===== src/design/servo_cmd_cfg.svh =====
// Purpose: constants of the servo command decoder
// Assumes: included by bare name
// Notes:   field positions, addresses and reset values
`ifndef SERVO_CMD_CFG_SVH
`define SERVO_CMD_CFG_SVH
`define CMD_WIDTH        8
`define CMD_ADDR_HI      7
`define CMD_ADDR_LO      4
`define CMD_DATA_HI      3
`define CMD_DATA_LO      0
`define ADDR_FOCUS       4'h0
`define ADDR_TRACK_CTRL  4'h1
`define ADDR_TRACK_MODE  4'h2
`define LATCH_RESET      4'h0
`define CMD_RESET        8'h00
`define BIT_SEARCH_UP    0
`define BIT_SEARCH_ON    1
`define BIT_GAIN_DOWN    2
`define BIT_FOCUS_ON     3
`define BIT_GAIN_A       0
`define BIT_GAIN_B       1
`define BIT_BRAKE        2
`define BIT_ANTI_SHOCK   3
`define MODE_TRACK_HI    3
`define MODE_TRACK_LO    2
`define MODE_SLED_HI     1
`define MODE_SLED_LO     0
`endif


===== src/design/servo_cmd_pkg.sv =====
// Purpose: shared types of the servo command decoder
// Assumes: nothing
// Notes:   mode encodings follow the two-bit fields of the mode latch
package servo_cmd_pkg;
  typedef enum logic [1:0] {
    track_off, track_servo, track_fwd_jump, track_rev_jump
  } track_mode_t;
  typedef enum logic [1:0] {
    sled_off, sled_servo, sled_fwd_move, sled_rev_move
  } sled_mode_t;
endpackage


===== src/design/servo_cmd_decoder.sv =====
// Purpose: serial command receiver and switch decoder of a servo processor
// Assumes: comparator results arrive as digital levels from analog front end
// Notes:   link pins are sampled by mclk; serial clock must be slow vs mclk
`timescale 1ns/1ps
`include "servo_cmd_cfg.svh"
module servo_cmd_decoder (
  // clock and reset
  input  wire logic       mclk,
  input  wire logic       reset_n,
  // host serial link
  input  wire logic       latch_clear_n,
  input  wire logic       serial_clk,
  input  wire logic       serial_data,
  input  wire logic       load_strobe_n,
  input  wire logic       jump_direction_in,
  // comparator levels
  input  wire logic       focus_error_nonneg,
  input  wire logic       track_error_pos,
  input  wire logic       shock_input_over,
  input  wire logic       mirror_in,
  // focus switches
  output logic            search_up_sw,
  output logic            search_on_sw,
  output logic            focus_gain_down_sw,
  output logic            focus_on_sw,
  // tracking switches
  output logic            track_gain_sw_a,
  output logic            track_gain_sw_b,
  output logic            brake_sw,
  output logic      [5:0] pulse_servo_switches,
  // status
  output logic            status_out,
  output logic            track_count_out
);
  localparam int NPINS = 9;

  logic             rst_meta_r;
  logic             rst_r;
  logic [NPINS-1:0] pins_raw;
  logic [NPINS-1:0] pins_s;
  logic             clr_n_s;
  logic             sclk_s;
  logic             sdata_s;
  logic             strobe_n_s;
  logic             jump_direction_level;
  logic             fzc_s;
  logic             tzc_s;
  logic             shock_detect;
  logic             mirror_s;
  logic             sclk_d_r;
  logic             tzc_d_r;
  logic [`CMD_WIDTH-1:0] shift_r;
  logic [3:0]       focus_latch_r;
  logic [3:0]       track_ctrl_latch_r;
  logic [3:0]       mode_latch_r;
  logic [3:0]       status_addr_r;
  logic             track_count_r;
  logic [5:0]       pulse_nxt;
  logic [3:0]       cmd_addr;
  logic [3:0]       cmd_data;
  logic             load_now;
  logic             anti_shock_active;
  logic             gain_a_nxt;
  logic             gain_b_nxt;
  logic             tzc_edge;
  logic             dir_d_r;
  logic             jump_done_r;
  logic [3:0]       mode_eff;
  logic             focus_we;
  logic             ctrl_we;
  logic             mode_we;
  logic             status_nxt;

  // reset release through two flops
  always_ff @(posedge mclk or negedge reset_n)
  begin
    if (!reset_n)
    begin
      rst_meta_r <= 1'b0;
      rst_r      <= 1'b0;
    end
    else
    begin
      rst_meta_r <= 1'b1;
      rst_r      <= rst_meta_r;
    end
  end

  assign pins_raw = {mirror_in, shock_input_over, track_error_pos, focus_error_nonneg,
                     jump_direction_in, load_strobe_n, serial_data, serial_clk,
                     latch_clear_n};

  pin_sync #(
    .WIDTH (NPINS)
  ) u_sync (
    .mclk         (mclk),
    .rst_n        (rst_r),
    .pin_in       (pins_raw),
    .pin_sync_out (pins_s)
  );

  assign clr_n_s              = pins_s[0];
  assign sclk_s               = pins_s[1];
  assign sdata_s              = pins_s[2];
  assign strobe_n_s           = pins_s[3];
  assign jump_direction_level = pins_s[4];
  assign fzc_s                = pins_s[5];
  assign tzc_s                = pins_s[6];
  assign shock_detect         = pins_s[7];
  assign mirror_s             = pins_s[8];

  // synchroniser resets to zero; the serial clock and direction detectors start high,
  // so each sees one fall in the first cycle after reset; the zero-cross one starts low
  always_ff @(posedge mclk or negedge rst_r)
  begin
    if (!rst_r)
    begin
      sclk_d_r <= 1'b1;
      tzc_d_r  <= 1'b0;
      dir_d_r  <= 1'b1;
    end
    else
    begin
      sclk_d_r <= sclk_s;
      tzc_d_r  <= tzc_s;
      dir_d_r  <= jump_direction_level;
    end
  end

  function automatic logic [3:0] addr_of(input logic [`CMD_WIDTH-1:0] w);
    addr_of = w[`CMD_ADDR_HI:`CMD_ADDR_LO];
  endfunction

  assign cmd_addr = addr_of(shift_r);
  assign cmd_data = shift_r[`CMD_DATA_HI:`CMD_DATA_LO];
  // level-sensitive load; clear input overrides it
  assign load_now = !strobe_n_s && clr_n_s;

  // one compare per latch; undefined addresses enable nothing
  function automatic logic addr_hit(input logic [3:0] a, input logic [3:0] sel);
    addr_hit = (a == sel);
  endfunction

  assign focus_we = load_now && addr_hit(cmd_addr, `ADDR_FOCUS);
  assign ctrl_we  = load_now && addr_hit(cmd_addr, `ADDR_TRACK_CTRL);
  assign mode_we  = load_now && addr_hit(cmd_addr, `ADDR_TRACK_MODE);

  // shift register: lsb first, so each bit enters at the top
  // extra bits are not refused: only the last eight are kept
  always_ff @(posedge mclk or negedge rst_r)
  begin
    if (!rst_r)
      shift_r <= `CMD_RESET;
    else if (!clr_n_s)
      shift_r <= `CMD_RESET;
    else if (sclk_d_r && !sclk_s)
      shift_r <= {sdata_s, shift_r[`CMD_WIDTH-1:1]};
  end

  // focus latch
  always_ff @(posedge mclk or negedge rst_r)
  begin
    if (!rst_r)
      focus_latch_r <= `LATCH_RESET;
    else if (!clr_n_s)
      focus_latch_r <= `LATCH_RESET;
    else if (focus_we)
      focus_latch_r <= cmd_data;
  end

  // tracking gain and brake latch
  always_ff @(posedge mclk or negedge rst_r)
  begin
    if (!rst_r)
      track_ctrl_latch_r <= `LATCH_RESET;
    else if (!clr_n_s)
      track_ctrl_latch_r <= `LATCH_RESET;
    else if (ctrl_we)
      track_ctrl_latch_r <= cmd_data;
  end

  // tracking and sled mode latch
  always_ff @(posedge mclk or negedge rst_r)
  begin
    if (!rst_r)
      mode_latch_r <= `LATCH_RESET;
    else if (!clr_n_s)
      mode_latch_r <= `LATCH_RESET;
    else if (mode_we)
      mode_latch_r <= cmd_data;
  end

  // status selection remembers only defined addresses
  always_ff @(posedge mclk or negedge rst_r)
  begin
    if (!rst_r)
      status_addr_r <= `ADDR_FOCUS;
    else if (!clr_n_s)
      status_addr_r <= `ADDR_FOCUS;
    else if (focus_we || ctrl_we || mode_we)
      status_addr_r <= cmd_addr;
  end

  // switch outputs registered so they carry no decode glitches
  always_ff @(posedge mclk or negedge rst_r)
  begin
    if (!rst_r)
    begin
      search_up_sw       <= 1'b0;
      search_on_sw       <= 1'b0;
      focus_gain_down_sw <= 1'b0;
      focus_on_sw        <= 1'b0;
    end
    else
    begin
      // 1 here means current source disconnected
      search_up_sw       <= focus_latch_r[`BIT_SEARCH_UP];
      // 1 here means follower driving, 0 high impedance
      search_on_sw       <= focus_latch_r[`BIT_SEARCH_ON];
      focus_gain_down_sw <= focus_latch_r[`BIT_GAIN_DOWN];
      focus_on_sw        <= focus_latch_r[`BIT_FOCUS_ON];
    end
  end

  assign anti_shock_active = track_ctrl_latch_r[`BIT_ANTI_SHOCK] && shock_detect;
  assign tzc_edge          = tzc_s != tzc_d_r;

  // anti-shock flips both gain switches together
  always_comb
  begin
    gain_a_nxt = track_ctrl_latch_r[`BIT_GAIN_A];
    gain_b_nxt = track_ctrl_latch_r[`BIT_GAIN_B];
    if (anti_shock_active)
    begin
      gain_a_nxt = !gain_a_nxt;
      gain_b_nxt = !gain_b_nxt;
    end
  end

  always_ff @(posedge mclk or negedge rst_r)
  begin
    if (!rst_r)
    begin
      track_gain_sw_a <= 1'b0;
      track_gain_sw_b <= 1'b0;
      brake_sw        <= 1'b0;
    end
    else
    begin
      track_gain_sw_a <= gain_a_nxt;
      track_gain_sw_b <= gain_b_nxt;
      brake_sw        <= track_ctrl_latch_r[`BIT_BRAKE];
    end
  end

  // a direction fall during a jump marks the deceleration phase; the
  // rise that ends it hands tracking back to servo while the level stays high, until the next mode
  always_ff @(posedge mclk or negedge rst_r)
  begin
    if (!rst_r)
      jump_done_r <= 1'b0;
    else if (!clr_n_s)
      jump_done_r <= 1'b0;
    else if (mode_latch_r[`MODE_TRACK_HI] && dir_d_r && !jump_direction_level)
      jump_done_r <= 1'b1;
    else if (mode_we)
      jump_done_r <= 1'b0;
  end

  // after the deceleration pulse the tracking field reads as servo on
  always_comb
  begin
    mode_eff = mode_latch_r;
    if (jump_done_r && jump_direction_level && mode_latch_r[`MODE_TRACK_HI])
    begin
      mode_eff[`MODE_TRACK_HI] = 1'b0;
      mode_eff[`MODE_TRACK_LO] = 1'b1;
    end
  end

  jump_pulse_table u_table (
    .mode                 (mode_eff),
    .jump_direction_level (jump_direction_level),
    .pulse_servo_switches (pulse_nxt)
  );

  always_ff @(posedge mclk or negedge rst_r)
  begin
    if (!rst_r)
      pulse_servo_switches <= 6'h00;
    else
      pulse_servo_switches <= pulse_nxt;
  end

  // status pin multiplexer
  always_comb
  begin
    case (status_addr_r)
      `ADDR_FOCUS:      status_nxt = fzc_s;
      `ADDR_TRACK_CTRL: status_nxt = shock_detect;
      `ADDR_TRACK_MODE: status_nxt = tzc_s;
      default:          status_nxt = 1'b0;
    endcase
  end

  always_ff @(posedge mclk or negedge rst_r)
  begin
    if (!rst_r)
      status_out <= 1'b0;
    else
      status_out <= status_nxt;
  end

  // mirror captured on either zero-cross edge; noise between edges ignored
  always_ff @(posedge mclk or negedge rst_r)
  begin
    if (!rst_r)
      track_count_r <= 1'b0;
    else if (tzc_edge)
      track_count_r <= mirror_s;
  end

  assign track_count_out = track_count_r;
endmodule // servo_cmd_decoder


===== src/design/pin_sync.sv =====
// Purpose: two-flop synchroniser for a vector of pins
// Assumes: reset already synchronised
// Notes:   first stage is read only by the second stage
`timescale 1ns/1ps
module pin_sync #(
  parameter int WIDTH = 1
) (
  // clock and reset
  input  wire logic             mclk,
  input  wire logic             rst_n,
  // pins
  input  wire logic [WIDTH-1:0] pin_in,
  output logic      [WIDTH-1:0] pin_sync_out
);
  logic [WIDTH-1:0] meta_r;

  always_ff @(posedge mclk or negedge rst_n)
  begin
    if (!rst_n)
    begin
      meta_r       <= '0;
      pin_sync_out <= '0;
    end
    else
    begin
      meta_r       <= pin_in;
      pin_sync_out <= meta_r;
    end
  end
endmodule // pin_sync


===== src/design/jump_pulse_table.sv =====
// Purpose: six pulse/servo switch pattern from mode latch and direction level
// Assumes: inputs are registered, so output is only a decode
// Notes:   bit 0 is the first switch, bit 5 the sixth
`timescale 1ns/1ps
`include "servo_cmd_cfg.svh"
module jump_pulse_table (
  // mode
  input  wire logic [3:0] mode,
  input  wire logic       jump_direction_level,
  // switches
  output logic      [5:0] pulse_servo_switches
);
  servo_cmd_pkg::track_mode_t trk;
  servo_cmd_pkg::sled_mode_t  sld;
  logic [5:0] t_part;
  logic [5:0] s_part;

  always_comb
  begin
    trk = servo_cmd_pkg::track_mode_t'(mode[`MODE_TRACK_HI:`MODE_TRACK_LO]);
    sld = servo_cmd_pkg::sled_mode_t'(mode[`MODE_SLED_HI:`MODE_SLED_LO]);
    // tracking: switch 1 servo, 3/4 jump pulse; low level reverses the pulse
    case (trk)
      servo_cmd_pkg::track_off:      t_part = 6'h00;
      servo_cmd_pkg::track_servo:    t_part = 6'h01;
      servo_cmd_pkg::track_fwd_jump: t_part = jump_direction_level ? 6'h04 : 6'h08;
      servo_cmd_pkg::track_rev_jump: t_part = jump_direction_level ? 6'h08 : 6'h04;
      default:                       t_part = 6'h00;
    endcase
    // sled: switch 2 servo, 5/6 fast feed
    case (sld)
      servo_cmd_pkg::sled_off:      s_part = 6'h00;
      servo_cmd_pkg::sled_servo:    s_part = 6'h02;
      servo_cmd_pkg::sled_fwd_move: s_part = 6'h10;
      servo_cmd_pkg::sled_rev_move: s_part = 6'h20;
      default:                      s_part = 6'h00;
    endcase
    pulse_servo_switches = t_part | s_part;
  end
endmodule // jump_pulse_table


===== config.mk =====
export PLATFORM = sky130hd
export DESIGN_NAME = servo_cmd_decoder
export DESIGN_NICKNAME = d
export VERILOG_FILES = /design/src/design/servo_cmd_pkg.sv /design/src/design/servo_cmd_decoder.sv /design/src/design/pin_sync.sv /design/src/design/jump_pulse_table.sv
export VERILOG_INCLUDE_DIRS = /design/src /design/src/design
export SDC_FILE = /design/constraint.sdc
export NUM_CORES = 1
export LEC_CHECK = 0
export BUFFER_PORTS_ARGS = -buffer_cell sky130_fd_sc_hd__clkbuf_2
export CELL_PAD_IN_SITES_DETAIL_PLACEMENT = 1
export CELL_PAD_IN_SITES_GLOBAL_PLACEMENT = 1
export CORE_ASPECT_RATIO = 1.4
export CORE_MARGIN = 2
export CORE_UTILIZATION = 35
export CTS_CLUSTER_SIZE = 16
export DETAILED_ROUTE_END_ITERATION = 12
export MAX_ROUTING_LAYER = met4
export PLACE_DENSITY = 0.67
export SLEW_MARGIN = 20
export SYNTH_ARGS = -nofsm -noshare
export SYNTH_HDL_FRONTEND = slang
export SYNTH_HIERARCHICAL = 1
export SYNTH_SLANG_ARGS = --single-unit

===== constraint.sdc =====
create_clock -name mclk -period 2.5 [get_ports mclk]
set_input_delay 0.5 -clock mclk [delete_from_list [all_inputs] [get_ports mclk]]
set_output_delay 0.5 -clock mclk [all_outputs]
set_load 0.1 [all_outputs]

Word-level counts from Yosys, hierarchy flattened
Index checks and enable logic that the tools add are counted.

Equality and inequality tests: 17. Muxes and demuxes: 21. Bitwise logic cells: 1. Reduce and logical (&&, ||, !) cells: 21.

Operators with widths (count): $pmux W6 S4 (2); $mux W4 (10); $mux W8 (2); $logic_and A1 B1 Y1 (10); $ne A2 B2 Y1 const B (5); $eq A2 B2 Y1 const B (4); $eq A4 B1 Y1 const B (2); $eq A4 B2 Y1 const B (2); $logic_not A4 Y1 (2); $or A6 B6 Y6 (1); $logic_not A1 Y1 (5); $mux W1 (5); $eq A2 B1 Y1 const B (2); $logic_not A2 Y1 (2); $ne A3 B3 Y1 const B (1); $pmux W1 S3 (1); $logic_or A1 B1 Y1 (2); $mux W2 (1); $ne A1 B1 Y1 (1).

Flip-flop bits (word level): 63. Output and inout port bits: 15. Word-level logic and storage cells: 83.

Depth between registers and ports, before layout
Depth in word-level cells: 7. Gate-level depth with buffers: 4. Mapped depth without buffers: 3.

Hierarchy
Netlist, hierarchy kept.

By module, submodules not included: servo_cmd_decoder (instances 1, cells an instance 136, area each 1667.8 um^2); pin_sync (instances 1, cells an instance 18, area each 450.4 um^2); jump_pulse_table (instances 1, cells an instance 8, area each 47.5 um^2).

Least setup slack after synthesis
Ideal clock, no wire load.

Path kind: register -> output. From: reg track_count_r (netlist: track_count_out). To: out track_count_out. Data arrival time: 895 ps. Required time: 2000 ps. Setup slack: 1105 ps. Cell stages (with the launch flop): 1. Cells stage by stage: dfrtp_1.

RTL lines: start: declaration (RTL line servo_cmd_decoder.sv:57) `logic track_count_r;`; start signal: assignment (RTL line servo_cmd_decoder.sv:320) `track_count_r <= mirror_s;`; end: declaration (RTL line servo_cmd_decoder.sv:33) `output logic track_count_out`.

No word-level cell between the ends.

Final worst setup path
From: reg track_count_r (netlist: track_count_out). To: out track_count_out.

No word-level cell between the ends.

==> run summary <==
Pwr/cell area: 731 nW/um2
DRT Pass-1 Iters: 4
Cells on worst reg2reg path: 3
Congestion Overflow GR: 0
Mapped Nets: 173
Max_cap viols: 0
Vias per cell: 4.76
Distinct cells, synth: 29
Pre-CTS setup slack: 993 ps
Post-CTS sizing: 0
Layout cell share with drive strength beyond 1: 23.6%
Endpoint type of the worst setup path: output port
Avg WL per Cell: 14.8 um
Die ar.: 6840 um2
Number of cells after detailed placement: 254
Crit share post-route: 65.5%
# rows: 33
Final Non-Filler Cells: 269
Crit path max fanout: 2
DR iter-0 viols: 49
Most common cell after layout, fill and taps aside: dfrtp_1
Final-report hold violation count: 0
Crit Path Category: flip-flop to output port
Design Area, Final: 2540 um2
Reg2Reg Capture Point: jump_done_r
CTS sink count: 63
CP Data Required Time: 2000 ps
Port buffer count: 25
FILL cells: 622
Post-CTS Setup Inserts: 0
Startpoint Class: flip-flop
Switching share of total power: 22.5%
Initial antenna violation count: 0
NumNets Final: 207
Hold Crit Class: flip-flop to async pin
Count of final setup violators: 0
Critical-path top delay cell: clkbuf_2
Critical Path AT: 1140 ps
Worst slew margin: 59.8%
Leak: 1.22 nW
TritonCTS clock tree: done
RR Startpoint: u_sync/pin_sync_out[0]
Yosys warns: 6
Layout Area Growth over Synthesis: 17.3%
Buffers & Inverters on Critical Path: 1
Clk buf depth: 2
Final ANT Viol Nets: 0
Final min period: 1640 ps
Final slew viol count: 0
DRC Markers: 0
Antenna diodes: 0
Worst path max stage delay: 460 ps
Internal power: 1.44 mW
Area of the multi-input gates: 541 um2
Cell Chain, Critical Path: clkbuf_2
Vias in the first global route: 1439
First-pass GRT wire length: 6860 um
Setup TNS Final: 0 ps
Mapped Area: 2170 um2
Total Wirelength: 3980 um
Root buffer cell: clkbuf_8
Worst-Skew Late Latency: 330 ps
Worst slew pin tran: 602 ps
DPL Wire Length: 2840 um
Sequential area share after synthesis: 72.9%
Clk slew on worst S/H paths: 60 ps
Setup Skew: 8.25 ps
Yosys reg bits: 63
Largest net degree at the start of global routing: 35
Largest delay share family, worst path: buffers and inverters
Worst VDD drop: 0.334 mV
CTS Buf Count: 9
Mean Syn Cell Area: 13.4 um2
I/O pin total: 26
Final Wtd Congestion: 0.682
Die Width: 70.5 um
Setup slack, reg-to-reg: 1010 ps
Outcome: complete, no violations
Die Span Y: 97.1 um
Via count: 1280
RSZ-0062 raised after global routing: false
Post-Place Cell Area: 2370 um2
Most frequent cells in the layout: 60 x dfrtp_1, 31 x nand2_1, 25 x clkbuf_2
Gr usage total: 13.8%
Flop pwr share: 57.0%
Register area: 1580 um2
Switching power total: 417 uW
Clock Power Share: 38.4%
Post-route setup slack: 862 ps
CTS H-tree depth: 3
Core ar.: 5900 um2
Max Clk Rate: 611 MHz
Total power: 1.86 mW
Starting density of the core: 36.7%
Combinational power share: 4.6%
Syn Inst Count: 162
Yosys cell counts, drive strengths merged:
library cell  number  area share (%)
nand4b             1            0.40
conb               1            0.17
inv                5            0.87
mux2i              9             4.2
xor2               2            0.81
a21o               2            0.69
xnor2              2            0.81
nor2b              4             1.2
nor4               1            0.58
dfstp              2             2.4
and3b              1            0.40
mux2               1            0.52
clkbuf             4            0.69
buf                2            0.58
o21a               1            0.35
a31o               1            0.40
and3               1            0.29
nand2             31             5.4
nand2b             1            0.29
nand3b             2            0.69
and2               5             1.4
nor3               2            0.69
nor2               1            0.17
nand3              4            0.92
a21boi            10             3.5
dfrtp             61              70
o21ai              5             1.2
how the worst max path moves through the flow:
stage,from,end,depth (start not counted)
finish,track_count_out,track_count_out,1
CTS,track_count_out,track_count_out,1
floorplan,rst_r,brake_sw,0
global route,track_count_out,track_count_out,1
global placement,u_sync/pin_sync_out[0],mode_latch_r[3],3
detailed placement,u_sync/pin_sync_out[0],jump_done_r,3
flip-flops by register name (all words and copies together) (netlist names), 4 cells and up:
register and flops:
pulse_servo_switches 6, focus_latch_r 4, u_sync/meta_r 9, u_sync/pin_sync_out 9, track_ctrl_latch_r 4, shift_r 8, status_addr_r 4, mode_latch_r 4
final cells by class:
type	count	share of cell area [%]
Multi-Input combinational cell	88	21.3
Tap cell	70	3.45
Sequential cell	63	62.2
Timing Repair Buffer	29	6.21
Clock inverter	2	0.394
Inverter	5	0.739
Clock buffer	12	5.71
per-layer routing:
| metal | up-vias | wire [um] | global-route usage, % |
|---|---|---|---|
| li1 | 591 | - | - |
| met1 | 654 | 1490 | 14.0 |
| met2 | 24 | 2230 | 22.6 |
| met3 | 11 | 145 | 3.53 |
| met4 | 0 | 118 | 10.5 |
| met5 | - | 0 | - |
worst register-to-register path: cells and delay by family (launching register included):
family / cells / cell delay (ps)
AOI/OAI and AO/OA: 1 / 150
DFF: 1 / 620
and+or+nand+nor: 2 / 600
repair_timing:
item / CTS / global route
endpoints found under the setup margin: 0 / 0
hold buffers: 1 / 0
hold endpoints to repair: 2 / 0
through the flow:
| step | util, % | hold WS [ps] |
|---|---|---|
| 6_report | 43.0 | 268 |
| 5_1_grt | 43.0 | 248 |
| 4_1_cts | 43.0 | 249 |
| 3_5_place_dp | 40.2 | 285 |
| 3_3_place_gp | 40.2 | 262 |
| 2_1_floorplan | - | 204 |
power by group through the flow:
stage          Combinational [mW]  Clock, mW  Sequential [mW]
2_1_floorplan              0.0260          0             1.11
3_3_place_gp               0.0829          0             1.08
3_5_place_dp               0.0863          0             1.08
4_1_cts                    0.0880      0.743             1.06
5_1_grt                    0.0947      0.793             1.06
6_report                   0.0853      0.713             1.06
kinds of logic (layout without fill, tap and decap cells):
kind of cell | count (synthesis) | after routing | synth area share (%)
buf+inv | 11 | 48 | 2.14
xor+xnor | 4 | 4 | 1.62
simple gates | 54 | 54 | 12.4
compound gates | 19 | 19 | 6.07
other cells | 1 | 1 | 0.173
flops | 63 | 63 | 72.9
mux | 10 | 10 | 4.68
Note: power is estimated with default switching activity, not from simulation.
